### config.mk
export PLATFORM = sky130hd
export DESIGN_NAME = mtmc_timer_mode_ctrl
export DESIGN_NICKNAME = d
export VERILOG_FILES = /design/src/mtmc_pkg.sv /design/src/mtmc_phase_decoder.sv /design/src/mtmc_pwm_out.sv /design/src/mtmc_timer_mode_ctrl.sv
export VERILOG_INCLUDE_DIRS = /design/src /design/src/src
export SDC_FILE = /design/constraint.sdc
export NUM_CORES = 1
export LEC_CHECK = 0
export BUFFER_PORTS_ARGS = -buffer_cell sky130_fd_sc_hd__buf_2
export CAP_MARGIN = 20
export CORE_MARGIN = 2
export CORE_UTILIZATION = 49
export CTS_CLUSTER_DIAMETER = 60
export CTS_CLUSTER_SIZE = 28
export DETAILED_ROUTE_END_ITERATION = 16
export PLACE_DENSITY = 0.84
export SYNTH_ARGS = -nofsm -noshare
export SYNTH_HDL_FRONTEND = slang
export SYNTH_SLANG_ARGS = --single-unit
### constraint.sdc
create_clock -name sys_clk_in -period 3.2 [get_ports sys_clk_in]
set_clock_uncertainty 0.05 [all_clocks]
set_input_delay 0 -clock sys_clk_in [delete_from_list [all_inputs] [get_ports sys_clk_in]]
set_output_delay 0 -clock sys_clk_in [all_outputs]
set_load 0.02 [all_outputs]
### src/mtmc_defines.svh
// constants for the timer mode-control block: offsets, fields, reset values
// Functional notes
// - sync register resets to 0xE0 on reset or standby; bits 7..5 read one
// - sync bit n set makes channel n join synchronous preset and clear
// - mode register resets to 0x80 on reset or standby; bit 7 reads one
// - mode bit 6 selects phase counting for channel 2 using phase pins
// - in phase counting, an edge of one phase pin counts once; edges on both pins in the same cycle are dropped
// - phase counting overrides channel 2 edge and prescaler clock selection
// - channel 2 clear, compare, capture and interrupts stay active in phase mode
// - mode bit 5 clear flags overflow or underflow; set flags overflow only
// - mode bits 4..0 enable pulse output on channels 4..0, default off
// - pulse pin goes high on match with A, low on match with B
// - complementary or reset-synchronised combination mode masks pulse enables 3 and 4
`ifndef MTMC_DEFINES_SVH
`define MTMC_DEFINES_SVH

//------------------------------------------------------------
// register map
//------------------------------------------------------------
`define MTMC_ADDR_W 8
`define MTMC_OFS_SYNC 8'h00
`define MTMC_OFS_MODE 8'h04
`define MTMC_OFS_STAT 8'h08
`define MTMC_OFS_MASK 8'h0c

//------------------------------------------------------------
// fields and reset values
//------------------------------------------------------------
`define MTMC_NUM_CH 5
`define MTMC_SYNC_RST 8'he0
`define MTMC_SYNC_RSV 3'h7
`define MTMC_MODE_RST 8'h80
`define MTMC_MODE_RSV 1'h1
`define MTMC_MODE_PHASE_BIT 6
`define MTMC_MODE_OVERFLOW_FLAG_DIRECTION_BIT 5
`define MTMC_STAT_OVF_BIT 0
`define MTMC_STAT_SYNC_BIT 1
`define MTMC_STAT_W 2
`define MTMC_RESP_OKAY 2'h0
`define MTMC_RESP_SLVERR 2'h2

`endif

### src/mtmc_pkg.sv
// types shared by the timer mode-control block
package mtmc_pkg;
  // combination mode field of channels 3 and 4
  typedef enum logic [1:0] {
    MTMC_COMB_NORMAL_A = 2'h0,
    MTMC_COMB_NORMAL_B = 2'h1,
    MTMC_COMB_COMPL = 2'h2,
    MTMC_COMB_RESET_SYNC = 2'h3
  } mtmc_comb_mode_type;
  typedef logic [4:0] mtmc_chan_vec_type;
endpackage

### src/mtmc_phase_decoder.sv
// two-phase edge decoder producing up and down count pulses
`timescale 1ns/1ps
module mtmc_phase_decoder (
  input wire logic sys_clk_in,
  input wire logic rst_n_in,
  input wire logic enable_in,
  input wire logic phase_a_in,
  input wire logic phase_b_in,
  output logic count_up_out,
  output logic count_down_out
);
  logic prev_a;
  logic prev_b;
  logic a_rise;
  logic a_fall;
  logic b_rise;
  logic b_fall;
  logic next_up;
  logic next_down;

  // edges against last sampled level; history tracks even when disabled
  assign a_rise = phase_a_in & ~prev_a;
  assign a_fall = ~phase_a_in & prev_a;
  assign b_rise = phase_b_in & ~prev_b;
  assign b_fall = ~phase_b_in & prev_b;

  // one pin moving counts; both moving together is ambiguous and dropped
  always_comb begin
    next_down = 1'b0;
    next_up = 1'b0;
    if ((a_rise | a_fall) ^ (b_rise | b_fall)) begin
      next_down = (a_rise & ~phase_b_in) | (b_rise & phase_a_in)
        | (a_fall & phase_b_in) | (b_fall & ~phase_a_in);
      next_up = ~next_down;
    end
  end

  // level history
  always_ff @(posedge sys_clk_in) begin
    if (!rst_n_in) begin
      prev_a <= 1'b0;
      prev_b <= 1'b0;
    end else begin
      prev_a <= phase_a_in;
      prev_b <= phase_b_in;
    end
  end

  // registered count pulses
  always_ff @(posedge sys_clk_in) begin
    if (!rst_n_in) begin
      count_up_out <= 1'b0;
      count_down_out <= 1'b0;
    end else begin
      count_up_out <= enable_in & next_up;
      count_down_out <= enable_in & next_down;
    end
  end
endmodule

### src/mtmc_pwm_out.sv
// per-channel pulse output pins driven by compare matches
`timescale 1ns/1ps
module mtmc_pwm_out #(
  parameter int NUM_CH = 5
) (
  input wire logic sys_clk_in,
  input wire logic rst_n_in,
  input wire logic [NUM_CH-1:0] enable_in,
  input wire logic [NUM_CH-1:0] match_a_in,
  input wire logic [NUM_CH-1:0] match_b_in,
  output logic [NUM_CH-1:0] pin_out,
  output logic [NUM_CH-1:0] pin_oe_n_out
);
  // level: match with A sets, match with B clears and wins a tie
  always_ff @(posedge sys_clk_in) begin
    if (!rst_n_in) begin
      pin_out <= '0;
    end else begin
      pin_out <= (pin_out | (enable_in & match_a_in)) & ~(enable_in & match_b_in);
    end
  end

  // pin driven (enable low) only while its pulse mode is on
  always_ff @(posedge sys_clk_in) begin
    if (!rst_n_in) begin
      pin_oe_n_out <= '1;
    end else begin
      pin_oe_n_out <= ~enable_in;
    end
  end
endmodule

### src/mtmc_timer_mode_ctrl.sv
// timer mode control: sync select, mode select, irq and axi4-lite slave
//
// The placing of the registers and the AXI4-Lite slave port are this design's own decisions.
`timescale 1ns/1ps
`include "mtmc_defines.svh"
module mtmc_timer_mode_ctrl (
  input wire logic sys_clk_in,
  input wire logic rst_n_in,
  input wire logic standby_in,
  // axi4-lite slave
  input wire logic [`MTMC_ADDR_W-1:0] s_axi_awaddr_in,
  input wire logic s_axi_awvalid_in,
  output logic s_axi_awready_out,
  input wire logic [31:0] s_axi_wdata_in,
  input wire logic [3:0] s_axi_wstrb_in,
  input wire logic s_axi_wvalid_in,
  output logic s_axi_wready_out,
  output logic [1:0] s_axi_bresp_out,
  output logic s_axi_bvalid_out,
  input wire logic s_axi_bready_in,
  input wire logic [`MTMC_ADDR_W-1:0] s_axi_araddr_in,
  input wire logic s_axi_arvalid_in,
  output logic s_axi_arready_out,
  output logic [31:0] s_axi_rdata_out,
  output logic [1:0] s_axi_rresp_out,
  output logic s_axi_rvalid_out,
  input wire logic s_axi_rready_in,
  // counter side
  input wire mtmc_pkg::mtmc_chan_vec_type preset_req_in,
  input wire mtmc_pkg::mtmc_chan_vec_type clear_req_in,
  output mtmc_pkg::mtmc_chan_vec_type preset_out,
  output mtmc_pkg::mtmc_chan_vec_type clear_out,
  input wire logic phase_input_a_in,
  input wire logic phase_input_b_in,
  input wire logic ch2_normal_tick_in,
  output logic ch2_count_up_out,
  output logic ch2_count_down_out,
  input wire logic ch2_overflow_in,
  input wire logic ch2_underflow_in,
  output logic overflow_flag_set_out,
  // pulse outputs
  input wire mtmc_pkg::mtmc_comb_mode_type comb_mode_in,
  input wire mtmc_pkg::mtmc_chan_vec_type match_a_in,
  input wire mtmc_pkg::mtmc_chan_vec_type match_b_in,
  output mtmc_pkg::mtmc_chan_vec_type compare_pin_a_out,
  output mtmc_pkg::mtmc_chan_vec_type compare_pin_a_oe_n_out,
  output logic irq_out
);
  import mtmc_pkg::*;

  //------------------------------------------------------------
  // declarations
  //------------------------------------------------------------
  mtmc_chan_vec_type channel_sync_select;
  logic phase_count_enable;
  logic overflow_flag_direction;
  mtmc_chan_vec_type pulse_mode;
  logic [`MTMC_STAT_W-1:0] irq_status;
  logic [`MTMC_STAT_W-1:0] irq_mask;
  logic aw_held;
  logic w_held;
  logic [`MTMC_ADDR_W-1:0] aw_addr;
  logic [31:0] w_data;
  logic w_lane0;
  logic do_write;
  logic wr_lane0;
  logic dec_up;
  logic dec_down;
  logic any_sync_preset;
  logic any_sync_clear;
  logic next_ovf_set;
  logic [`MTMC_STAT_W-1:0] next_events;
  logic comb_override;
  mtmc_chan_vec_type pwm_enable_eff;

  //------------------------------------------------------------
  // register decode helpers
  //------------------------------------------------------------
  // true for any word offset that holds a register
  function automatic logic addr_mapped(input logic [`MTMC_ADDR_W-1:0] addr);
    addr_mapped = (addr == `MTMC_OFS_SYNC) || (addr == `MTMC_OFS_MODE)
      || (addr == `MTMC_OFS_STAT) || (addr == `MTMC_OFS_MASK);
  endfunction

  // read value of one word; reserved bits read as documented
  function automatic logic [31:0] reg_value(input logic [`MTMC_ADDR_W-1:0] addr);
    reg_value = 32'h0000_0000;
    case (addr)
      `MTMC_OFS_SYNC: begin
        reg_value[7:0] = {`MTMC_SYNC_RSV, channel_sync_select};
      end
      `MTMC_OFS_MODE: begin
        reg_value[7:0] = {`MTMC_MODE_RSV, phase_count_enable, overflow_flag_direction,
          pulse_mode};
      end
      `MTMC_OFS_STAT: begin
        reg_value[`MTMC_STAT_W-1:0] = irq_status;
      end
      `MTMC_OFS_MASK: begin
        reg_value[`MTMC_STAT_W-1:0] = irq_mask;
      end
      default: begin
        reg_value = 32'h0000_0000;
      end
    endcase
  endfunction

  //------------------------------------------------------------
  // axi4-lite write channel
  //------------------------------------------------------------
  // address and data are held until the write is done and answered
  assign s_axi_awready_out = ~aw_held;
  assign s_axi_wready_out = ~w_held;
  assign do_write = aw_held & w_held & ~s_axi_bvalid_out;
  assign wr_lane0 = do_write & w_lane0 & addr_mapped(aw_addr);

  // address capture
  always_ff @(posedge sys_clk_in) begin
    if (!rst_n_in) begin
      aw_held <= 1'b0;
      aw_addr <= '0;
    end else if (s_axi_awvalid_in && !aw_held) begin
      aw_held <= 1'b1;
      aw_addr <= s_axi_awaddr_in;
    end else if (do_write) begin
      aw_held <= 1'b0;
    end
  end

  // data capture
  always_ff @(posedge sys_clk_in) begin
    if (!rst_n_in) begin
      w_held <= 1'b0;
      w_data <= 32'h0000_0000;
      w_lane0 <= 1'b0;
    end else if (s_axi_wvalid_in && !w_held) begin
      w_held <= 1'b1;
      w_data <= s_axi_wdata_in;
      w_lane0 <= s_axi_wstrb_in[0];
    end else if (do_write) begin
      w_held <= 1'b0;
    end
  end

  // write response
  always_ff @(posedge sys_clk_in) begin
    if (!rst_n_in) begin
      s_axi_bvalid_out <= 1'b0;
      s_axi_bresp_out <= `MTMC_RESP_OKAY;
    end else if (do_write) begin
      s_axi_bvalid_out <= 1'b1;
      s_axi_bresp_out <= addr_mapped(aw_addr) ? `MTMC_RESP_OKAY : `MTMC_RESP_SLVERR;
    end else if (s_axi_bready_in) begin
      s_axi_bvalid_out <= 1'b0;
    end
  end

  //------------------------------------------------------------
  // axi4-lite read channel
  //------------------------------------------------------------
  assign s_axi_arready_out = ~s_axi_rvalid_out;

  // read data and response, one cycle after the address is taken
  always_ff @(posedge sys_clk_in) begin
    if (!rst_n_in) begin
      s_axi_rvalid_out <= 1'b0;
      s_axi_rdata_out <= 32'h0000_0000;
      s_axi_rresp_out <= `MTMC_RESP_OKAY;
    end else if (s_axi_arvalid_in && !s_axi_rvalid_out) begin
      s_axi_rvalid_out <= 1'b1;
      s_axi_rdata_out <= reg_value(s_axi_araddr_in);
      s_axi_rresp_out <= addr_mapped(s_axi_araddr_in) ? `MTMC_RESP_OKAY : `MTMC_RESP_SLVERR;
    end else if (s_axi_rready_in) begin
      s_axi_rvalid_out <= 1'b0;
    end
  end

  //------------------------------------------------------------
  // control registers
  //------------------------------------------------------------
  // sync select: reset and standby both restore the initial value
  always_ff @(posedge sys_clk_in) begin
    if (!rst_n_in || standby_in) begin
      channel_sync_select <= 5'(`MTMC_SYNC_RST);
    end else if (wr_lane0 && aw_addr == `MTMC_OFS_SYNC) begin
      channel_sync_select <= w_data[`MTMC_NUM_CH-1:0];
    end
  end

  // mode select: bit 7 is not stored and always reads one
  always_ff @(posedge sys_clk_in) begin
    if (!rst_n_in || standby_in) begin
      phase_count_enable <= 1'((`MTMC_MODE_RST >> `MTMC_MODE_PHASE_BIT) & 8'h01);
      overflow_flag_direction <= 1'((`MTMC_MODE_RST >> `MTMC_MODE_OVERFLOW_FLAG_DIRECTION_BIT) & 8'h01);
      pulse_mode <= 5'(`MTMC_MODE_RST);
    end else if (wr_lane0 && aw_addr == `MTMC_OFS_MODE) begin
      phase_count_enable <= w_data[`MTMC_MODE_PHASE_BIT];
      overflow_flag_direction <= w_data[`MTMC_MODE_OVERFLOW_FLAG_DIRECTION_BIT];
      pulse_mode <= w_data[`MTMC_NUM_CH-1:0];
    end
  end

  //------------------------------------------------------------
  // synchronous preset and clear
  //------------------------------------------------------------
  assign any_sync_preset = |(preset_req_in & channel_sync_select);
  assign any_sync_clear = |(clear_req_in & channel_sync_select);

  // a synchronised request fans out to every synchronised channel at once
  always_ff @(posedge sys_clk_in) begin
    if (!rst_n_in) begin
      preset_out <= '0;
      clear_out <= '0;
    end else begin
      preset_out <= preset_req_in | (channel_sync_select & {5{any_sync_preset}});
      clear_out <= clear_req_in | (channel_sync_select & {5{any_sync_clear}});
    end
  end

  //------------------------------------------------------------
  // channel 2 count source and overflow flag
  //------------------------------------------------------------
  mtmc_phase_decoder u_phase_decoder (
    .sys_clk_in(sys_clk_in),
    .rst_n_in(rst_n_in),
    .enable_in(phase_count_enable),
    .phase_a_in(phase_input_a_in),
    .phase_b_in(phase_input_b_in),
    .count_up_out(dec_up),
    .count_down_out(dec_down)
  );

  // phase mode takes the counter away from the normal tick source
  always_ff @(posedge sys_clk_in) begin
    if (!rst_n_in) begin
      ch2_count_up_out <= 1'b0;
      ch2_count_down_out <= 1'b0;
    end else if (phase_count_enable) begin
      ch2_count_up_out <= dec_up;
      ch2_count_down_out <= dec_down;
    end else begin
      ch2_count_up_out <= ch2_normal_tick_in;
      ch2_count_down_out <= 1'b0;
    end
  end

  // underflow raises the flag only when the direction bit is clear
  assign next_ovf_set = ch2_overflow_in | (ch2_underflow_in & ~overflow_flag_direction);

  always_ff @(posedge sys_clk_in) begin
    if (!rst_n_in) begin
      overflow_flag_set_out <= 1'b0;
    end else begin
      overflow_flag_set_out <= next_ovf_set;
    end
  end

  //------------------------------------------------------------
  // pulse outputs
  //------------------------------------------------------------
  assign comb_override = (comb_mode_in == MTMC_COMB_COMPL)
    || (comb_mode_in == MTMC_COMB_RESET_SYNC);
  assign pwm_enable_eff = pulse_mode & ~{comb_override, comb_override, 3'h0};

  mtmc_pwm_out #(
    .NUM_CH(`MTMC_NUM_CH)
  ) u_pwm_out (
    .sys_clk_in(sys_clk_in),
    .rst_n_in(rst_n_in),
    .enable_in(pwm_enable_eff),
    .match_a_in(match_a_in),
    .match_b_in(match_b_in),
    .pin_out(compare_pin_a_out),
    .pin_oe_n_out(compare_pin_a_oe_n_out)
  );

  //------------------------------------------------------------
  // interrupts
  //------------------------------------------------------------
  assign next_events = {any_sync_preset | any_sync_clear, next_ovf_set};

  // sticky status, write one to clear; a new event wins over the clear
  always_ff @(posedge sys_clk_in) begin
    if (!rst_n_in) begin
      irq_status <= '0;
    end else if (wr_lane0 && aw_addr == `MTMC_OFS_STAT) begin
      irq_status <= (irq_status & ~w_data[`MTMC_STAT_W-1:0]) | next_events;
    end else begin
      irq_status <= irq_status | next_events;
    end
  end

  // mask register
  always_ff @(posedge sys_clk_in) begin
    if (!rst_n_in) begin
      irq_mask <= '0;
    end else if (wr_lane0 && aw_addr == `MTMC_OFS_MASK) begin
      irq_mask <= w_data[`MTMC_STAT_W-1:0];
    end
  end

  assign irq_out = |(irq_status & irq_mask);
endmodule

Word level (Yosys, flattened, before mapping)
Index checks and enable logic that the tools add are counted.
W data, S select, Z words.

operators by class
  multiplexer cells = 15
  reductions and logical operators = 29
  equal/unequal tests = 8
  bitwise gates (word level) = 52

operators by type and width
  cell                  number
  $and A5 B5 Y5         8
  $eq A8 B4 Y1 const B  4
  $eq A8 B3 Y1 const B  2
  $logic_not A8 Y1      2
  $and A1 B1 Y1         15
  $not A5 Y5            3
  $or A5 B5 Y5          3
  $pmux W6 S2           1
  $mux W1               10
  $not A1 Y1            10
  $reduce_or A5 Y1      2
  $logic_or A1 B1 Y1    8
  $pmux W2 S4           1
  $reduce_bool A2 Y1    4
  $logic_and A1 B1 Y1   7
  $or A1 B1 Y1          7
  $mux W2               3
  $and A2 B2 Y2         2
  $eq A2 B2 Y1 const B  2
  $logic_not A1 Y1      4
  $or A2 B2 Y2          2
  $not A2 Y2            1
  $reduce_and A2 Y1     1
  $reduce_or A2 Y1      1
  $xor A1 B1 Y1         1

storage, ports and cells
  word-level logic and storage cells = 131
  output and inout bits = 65
  input bits = 87
  register bits = 75

Longest topological paths before layout
  depth in word-level cells = 9
  gate-level depth with buffers = 5
  gate-level depth less buffers = 5

Cells and area by module
Synthesis repeated with hierarchy kept, for this count alone.

unflattened totals
  cell total of the unflattened synthesis = 304
  area total of the unflattened synthesis = 3136.8 sq um

modules (own cells, without submodules)
  module                area each (sq um)  instances  sequential area each (sq um)  cells an instance
  mtmc_timer_mode_ctrl  2598.7             1          1181.1                        258
  mtmc_pwm_out          310.3              1          200.2                         26
  mtmc_phase_decoder    227.7              1          80.1                          20

Least setup slack after synthesis
OpenSTA, ideal clock, no wires.

  path kind = register to register
  from = register aw_addr[7]
  to = register overflow_flag_direction
  period minus slack after synthesis = 1.412 ns
  arrival = 1.234 ns
  setup slack = 1.788 ns
  data required time = 3.022 ns
  library setup time = 0.128 ns
  buffers on the path = 0
  stages on the path, launching flop included = 5
  cell sequence = dfxtp_1 > nor4_4 > nand4_2 > mux2i_1 > nor2_1

on the way
  longest elaborated chain between the ends = 6
  elaborated cells on any way between the ends = 9

ends and longest elaborated chain
  item                                                               RTL line                     source
  start, declared                                                    mtmc_timer_mode_ctrl.sv:62   logic [`MTMC_ADDR_W-1:0] aw_addr;
  start signal, assigned                                             mtmc_timer_mode_ctrl.sv:124  aw_addr <= s_axi_awaddr_in;
  $eq A8 B3 Y1 (no source line) or $logic_not A8 Y1 (tied branches)  --
  $logic_or A1 B1 Y1 (3 in series)                                   mtmc_timer_mode_ctrl.sv:81   addr_mapped = (addr == `MTMC_OFS_SYNC) || (addr == `MTMC_OFS_MODE)
  $and A1 B1 Y1                                                      mtmc_timer_mode_ctrl.sv:115  assign wr_lane0 = do_write & w_lane0 & addr_mapped(aw_addr);
  $logic_and A1 B1 Y1 (no source line) *                             --
  end signal, assigned                                               mtmc_timer_mode_ctrl.sv:194  overflow_flag_direction <= 1'((`MTMC_MODE_RST >> `MTMC_MODE_OVERFLOW_FLAG_DIRECTION_BIT) & 8'h01);
  end signal, assigned                                               mtmc_timer_mode_ctrl.sv:198  overflow_flag_direction <= w_data[`MTMC_MODE_OVERFLOW_FLAG_DIRECTION_BIT];
  end, declared                                                      mtmc_timer_mode_ctrl.sv:56   logic overflow_flag_direction;

Mark *: on every way between the ends. The rest lies on a longest branch, timed or not.
A chain may end at the register's enable or synchronous reset.

Worst setup path after layout
  from = input s_axi_araddr_in[1]
  to = register s_axi_rdata_out[5]

on the way
  longest elaborated chain between the ends = 2
  elaborated cells on any way between the ends = 3

ends and longest elaborated chain
  item                                              RTL line                     source
  start, declared                                   mtmc_timer_mode_ctrl.sv:21   input wire logic [`MTMC_ADDR_W-1:0] s_axi_araddr_in,
  $eq A8 B3 Y1 or $logic_not A8 Y1 (tied branches)  mtmc_timer_mode_ctrl.sv:88   case (addr)
  $pmux W6 S2 *                                     mtmc_timer_mode_ctrl.sv:88
  end signal, assigned                              mtmc_timer_mode_ctrl.sv:171  s_axi_rdata_out <= reg_value(s_axi_araddr_in);
  end, declared                                     mtmc_timer_mode_ctrl.sv:24   output logic [31:0] s_axi_rdata_out,

Marks and branches as above.

==> out/qor.txt <==
Critical Path AT - 2860 ps
syn_area_per_cell - 9.798 um^2
Worst Max-Slew Pin Slew - 896.8 ps
pwr dens - 457.3 mW/mm^2
most frequent cell after synthesis - dfxtp_1
pre-CTS WS - 1579 ps
Max-cap violations - 0
ANT nets after route - 0
I/O Pins - 152
# DRC - 0
Worst VDD drop - 360.4 uV
Synth area leaders - dfxtp_1 (48%), mux2i_1 (11%), nor2_1 (7.1%)
row cnt - 28
Nets - 551
number of diodes - 0
Worst-path clk slew - 70 ps
critical path required time - 3430 ps
worst hold path class - input pin to flop
H-tree Lvls - 3
Post-synth EDFFs - 0
die width - 82.48 um
fin. max-slew vios - 0
Leakage Power - 0.002015 uW
clock sinks - 73
R2R depth - 5
Setup Fix Bufs, Post-CTS - 0
Hold Path Depth - 5
starting density of the core - 50.97%
routed vias - 2646
DRT Wirelength - 7245 um
Setup crit start kind - input pin
share of post-route cells with drive strength above 1 - 27.74%
period utilization - 82.12%
synthesized area - 0.003018 mm^2
ys async rst share - 0%
Post-DP HPWL - 4777 um
initial antenna violation count - 0
top post-synthesis cells by count - dfxtp_1 (73), nor2_1 (57), mux2i_1 (33)
RSZ-0062 raised after global routing - no
Area Overhead vs Synth - 38.64%
CTS buffer count - 9
endpoints failing setup - 0
status - completed
grt ovf - 0
Crit Path Max Fanout - 6
DRT iter0 DRCs - 107
Yosys top cell area share - 48.42%
Core Area - 0.005921 mm^2
clock buffer depth - 2
Fmax - 0.3805 GHz
clk_lat worst skew - 350 ps
Slew HR - 40.09%
final hold viol count - 0
area leader, netlist - dfxtp_1
vias in the first global route - 2484
FF+latch count, synth - 73
Port Buffer Count - 96
worst setup margin - 572.0 ps
Setup CP Type - input pin to flop
main flop type after synthesis - dfxtp_1
Distinct cells, synth - 41
largest net degree at the start of global routing - 21
die height - 82.48 um
crit end category - flop
vias per inst - 4.900
DRT Pass-1 Iters - 4
sequential share of the synthesized area - 48.42%
filler instances - 457
Root Driver - clkbuf_8
Mapped Cells - 308
first-pass GRT wire length - 11120 um
setup TNS - 0 ps
die area - 0.006803 mm^2
Min Clock Period, post-route - 2628 ps
WL per Instance - 13.42 um
GPL Wtd Cong - 0.8153
gr usage total - 21.88%
Syn. warnings - 0
CTS tree - yes
[routing by layer]
layer	vias up	GRT usage, %	wire (um)
li1	1306	-	-
met1	1230	24.22	2945
met2	96	39.03	3709
met3	14	5.000	457
met4	0	11.00	132
met5	-	0	0
[registers in the layout, indices dropped and copies added, names as in the netlist, 2 cells and up]
signal / cells
clear_out: 5
aw_addr: 8
irq_status: 2
s_axi_rdata_out: 8
w_data: 7
channel_sync_select: 5
preset_out: 5
pulse_mode: 5
u_pwm_out.pin_out: 5
u_pwm_out.pin_oe_n_out: 5
irq_mask: 2
[repair_timing]
| action | in CTS | in global routing |
|---|---|---|
| setup endpoints to repair | 0 | 0 |
| resized for setup | 0 | 0 |
| endpoints found under the hold margin | 50 | 0 |
| hold buffers | 54 | 0 |
[logic make-up after synthesis]
group | synth area share [%]
and+or+nand+nor | 16.79
buffers and inverters | 9.577
other | 0.1243
DFF | 48.42
adders and majority gates | 1.658
AOI/OAI and AO/OA | 9.578
muxes | 13.56
xor gates and xnor gates | 0.2903
[layout make-up]
cell class              instances  area (um^2)  share of cell area, %
clock buffers                   9        123.9                  2.961
well taps                      75        93.84                  2.243
clock inverters                 7        70.07                  1.675
multi-input cells             214         1361                  32.54
repair buffers                152         1036                  24.76
flip-flops and latches         73         1461                  34.93
inverters                      10        37.54                 0.8971
[layout by cell type, fill, tap and decap left out, types with 3 or more instances in the layout]
cell / n
dfxtp_1: 73
nand2b_1: 5
a21oi_1: 23
buf_2: 96
a211oi_1: 6
mux2_2: 3
mux2i_1: 33
nor2_1: 57
conb_1: 26
nand3_1: 3
a22oi_1: 5
nor2b_1: 5
clkbuf_8: 9
ha_1: 4
dlygate4sd3_1: 54
inv_1: 10
clkinv_2: 3
nand2_1: 14
[final timing paths]
path / slack, ps / endpoint / start
setup / recovery: 570 / s_axi_rdata_out[5] / s_axi_araddr_in[1]
hold / removal: 20 / s_axi_rdata_out[0] / s_axi_araddr_in[0]
setup reg to reg: 1100 / s_axi_rdata_out[5] / s_axi_rvalid_out
hold reg to reg: 390 / u_pwm_out.pin_oe_n_out[1] / pulse_mode[1]
[power by group]
part | switching [uW] | internal [uW]
Combinational | 134 | 114
Clock | 349 | 359
Sequential | 20.8 | 937
[per-stage QoR]
step	power (uW)	instances	hold WS [ps]	util (%)	area, um^2
after CTS	1921	540	9.168	70.67	4184
after detailed placement	1178	470	139.1	58.26	3450
after floorplan	1132	333	46.61	-	3112
final	1913	540	22.30	70.67	4184
after global routing	1996	540	59.80	70.67	4184
after global placement	1172	470	132.7	58.26	3450
[worst max-delay path, stage by stage]
cell and delay, ps:
dlygate4sd3_1 530, buf_2 120, or4_4 470, dlygate4sd3_1 610
nor4_4 310, dlygate4sd3_1 640, o21ai_2 60, a21oi_2 120
No activity file was read; power rests on OpenSTA's default activity.
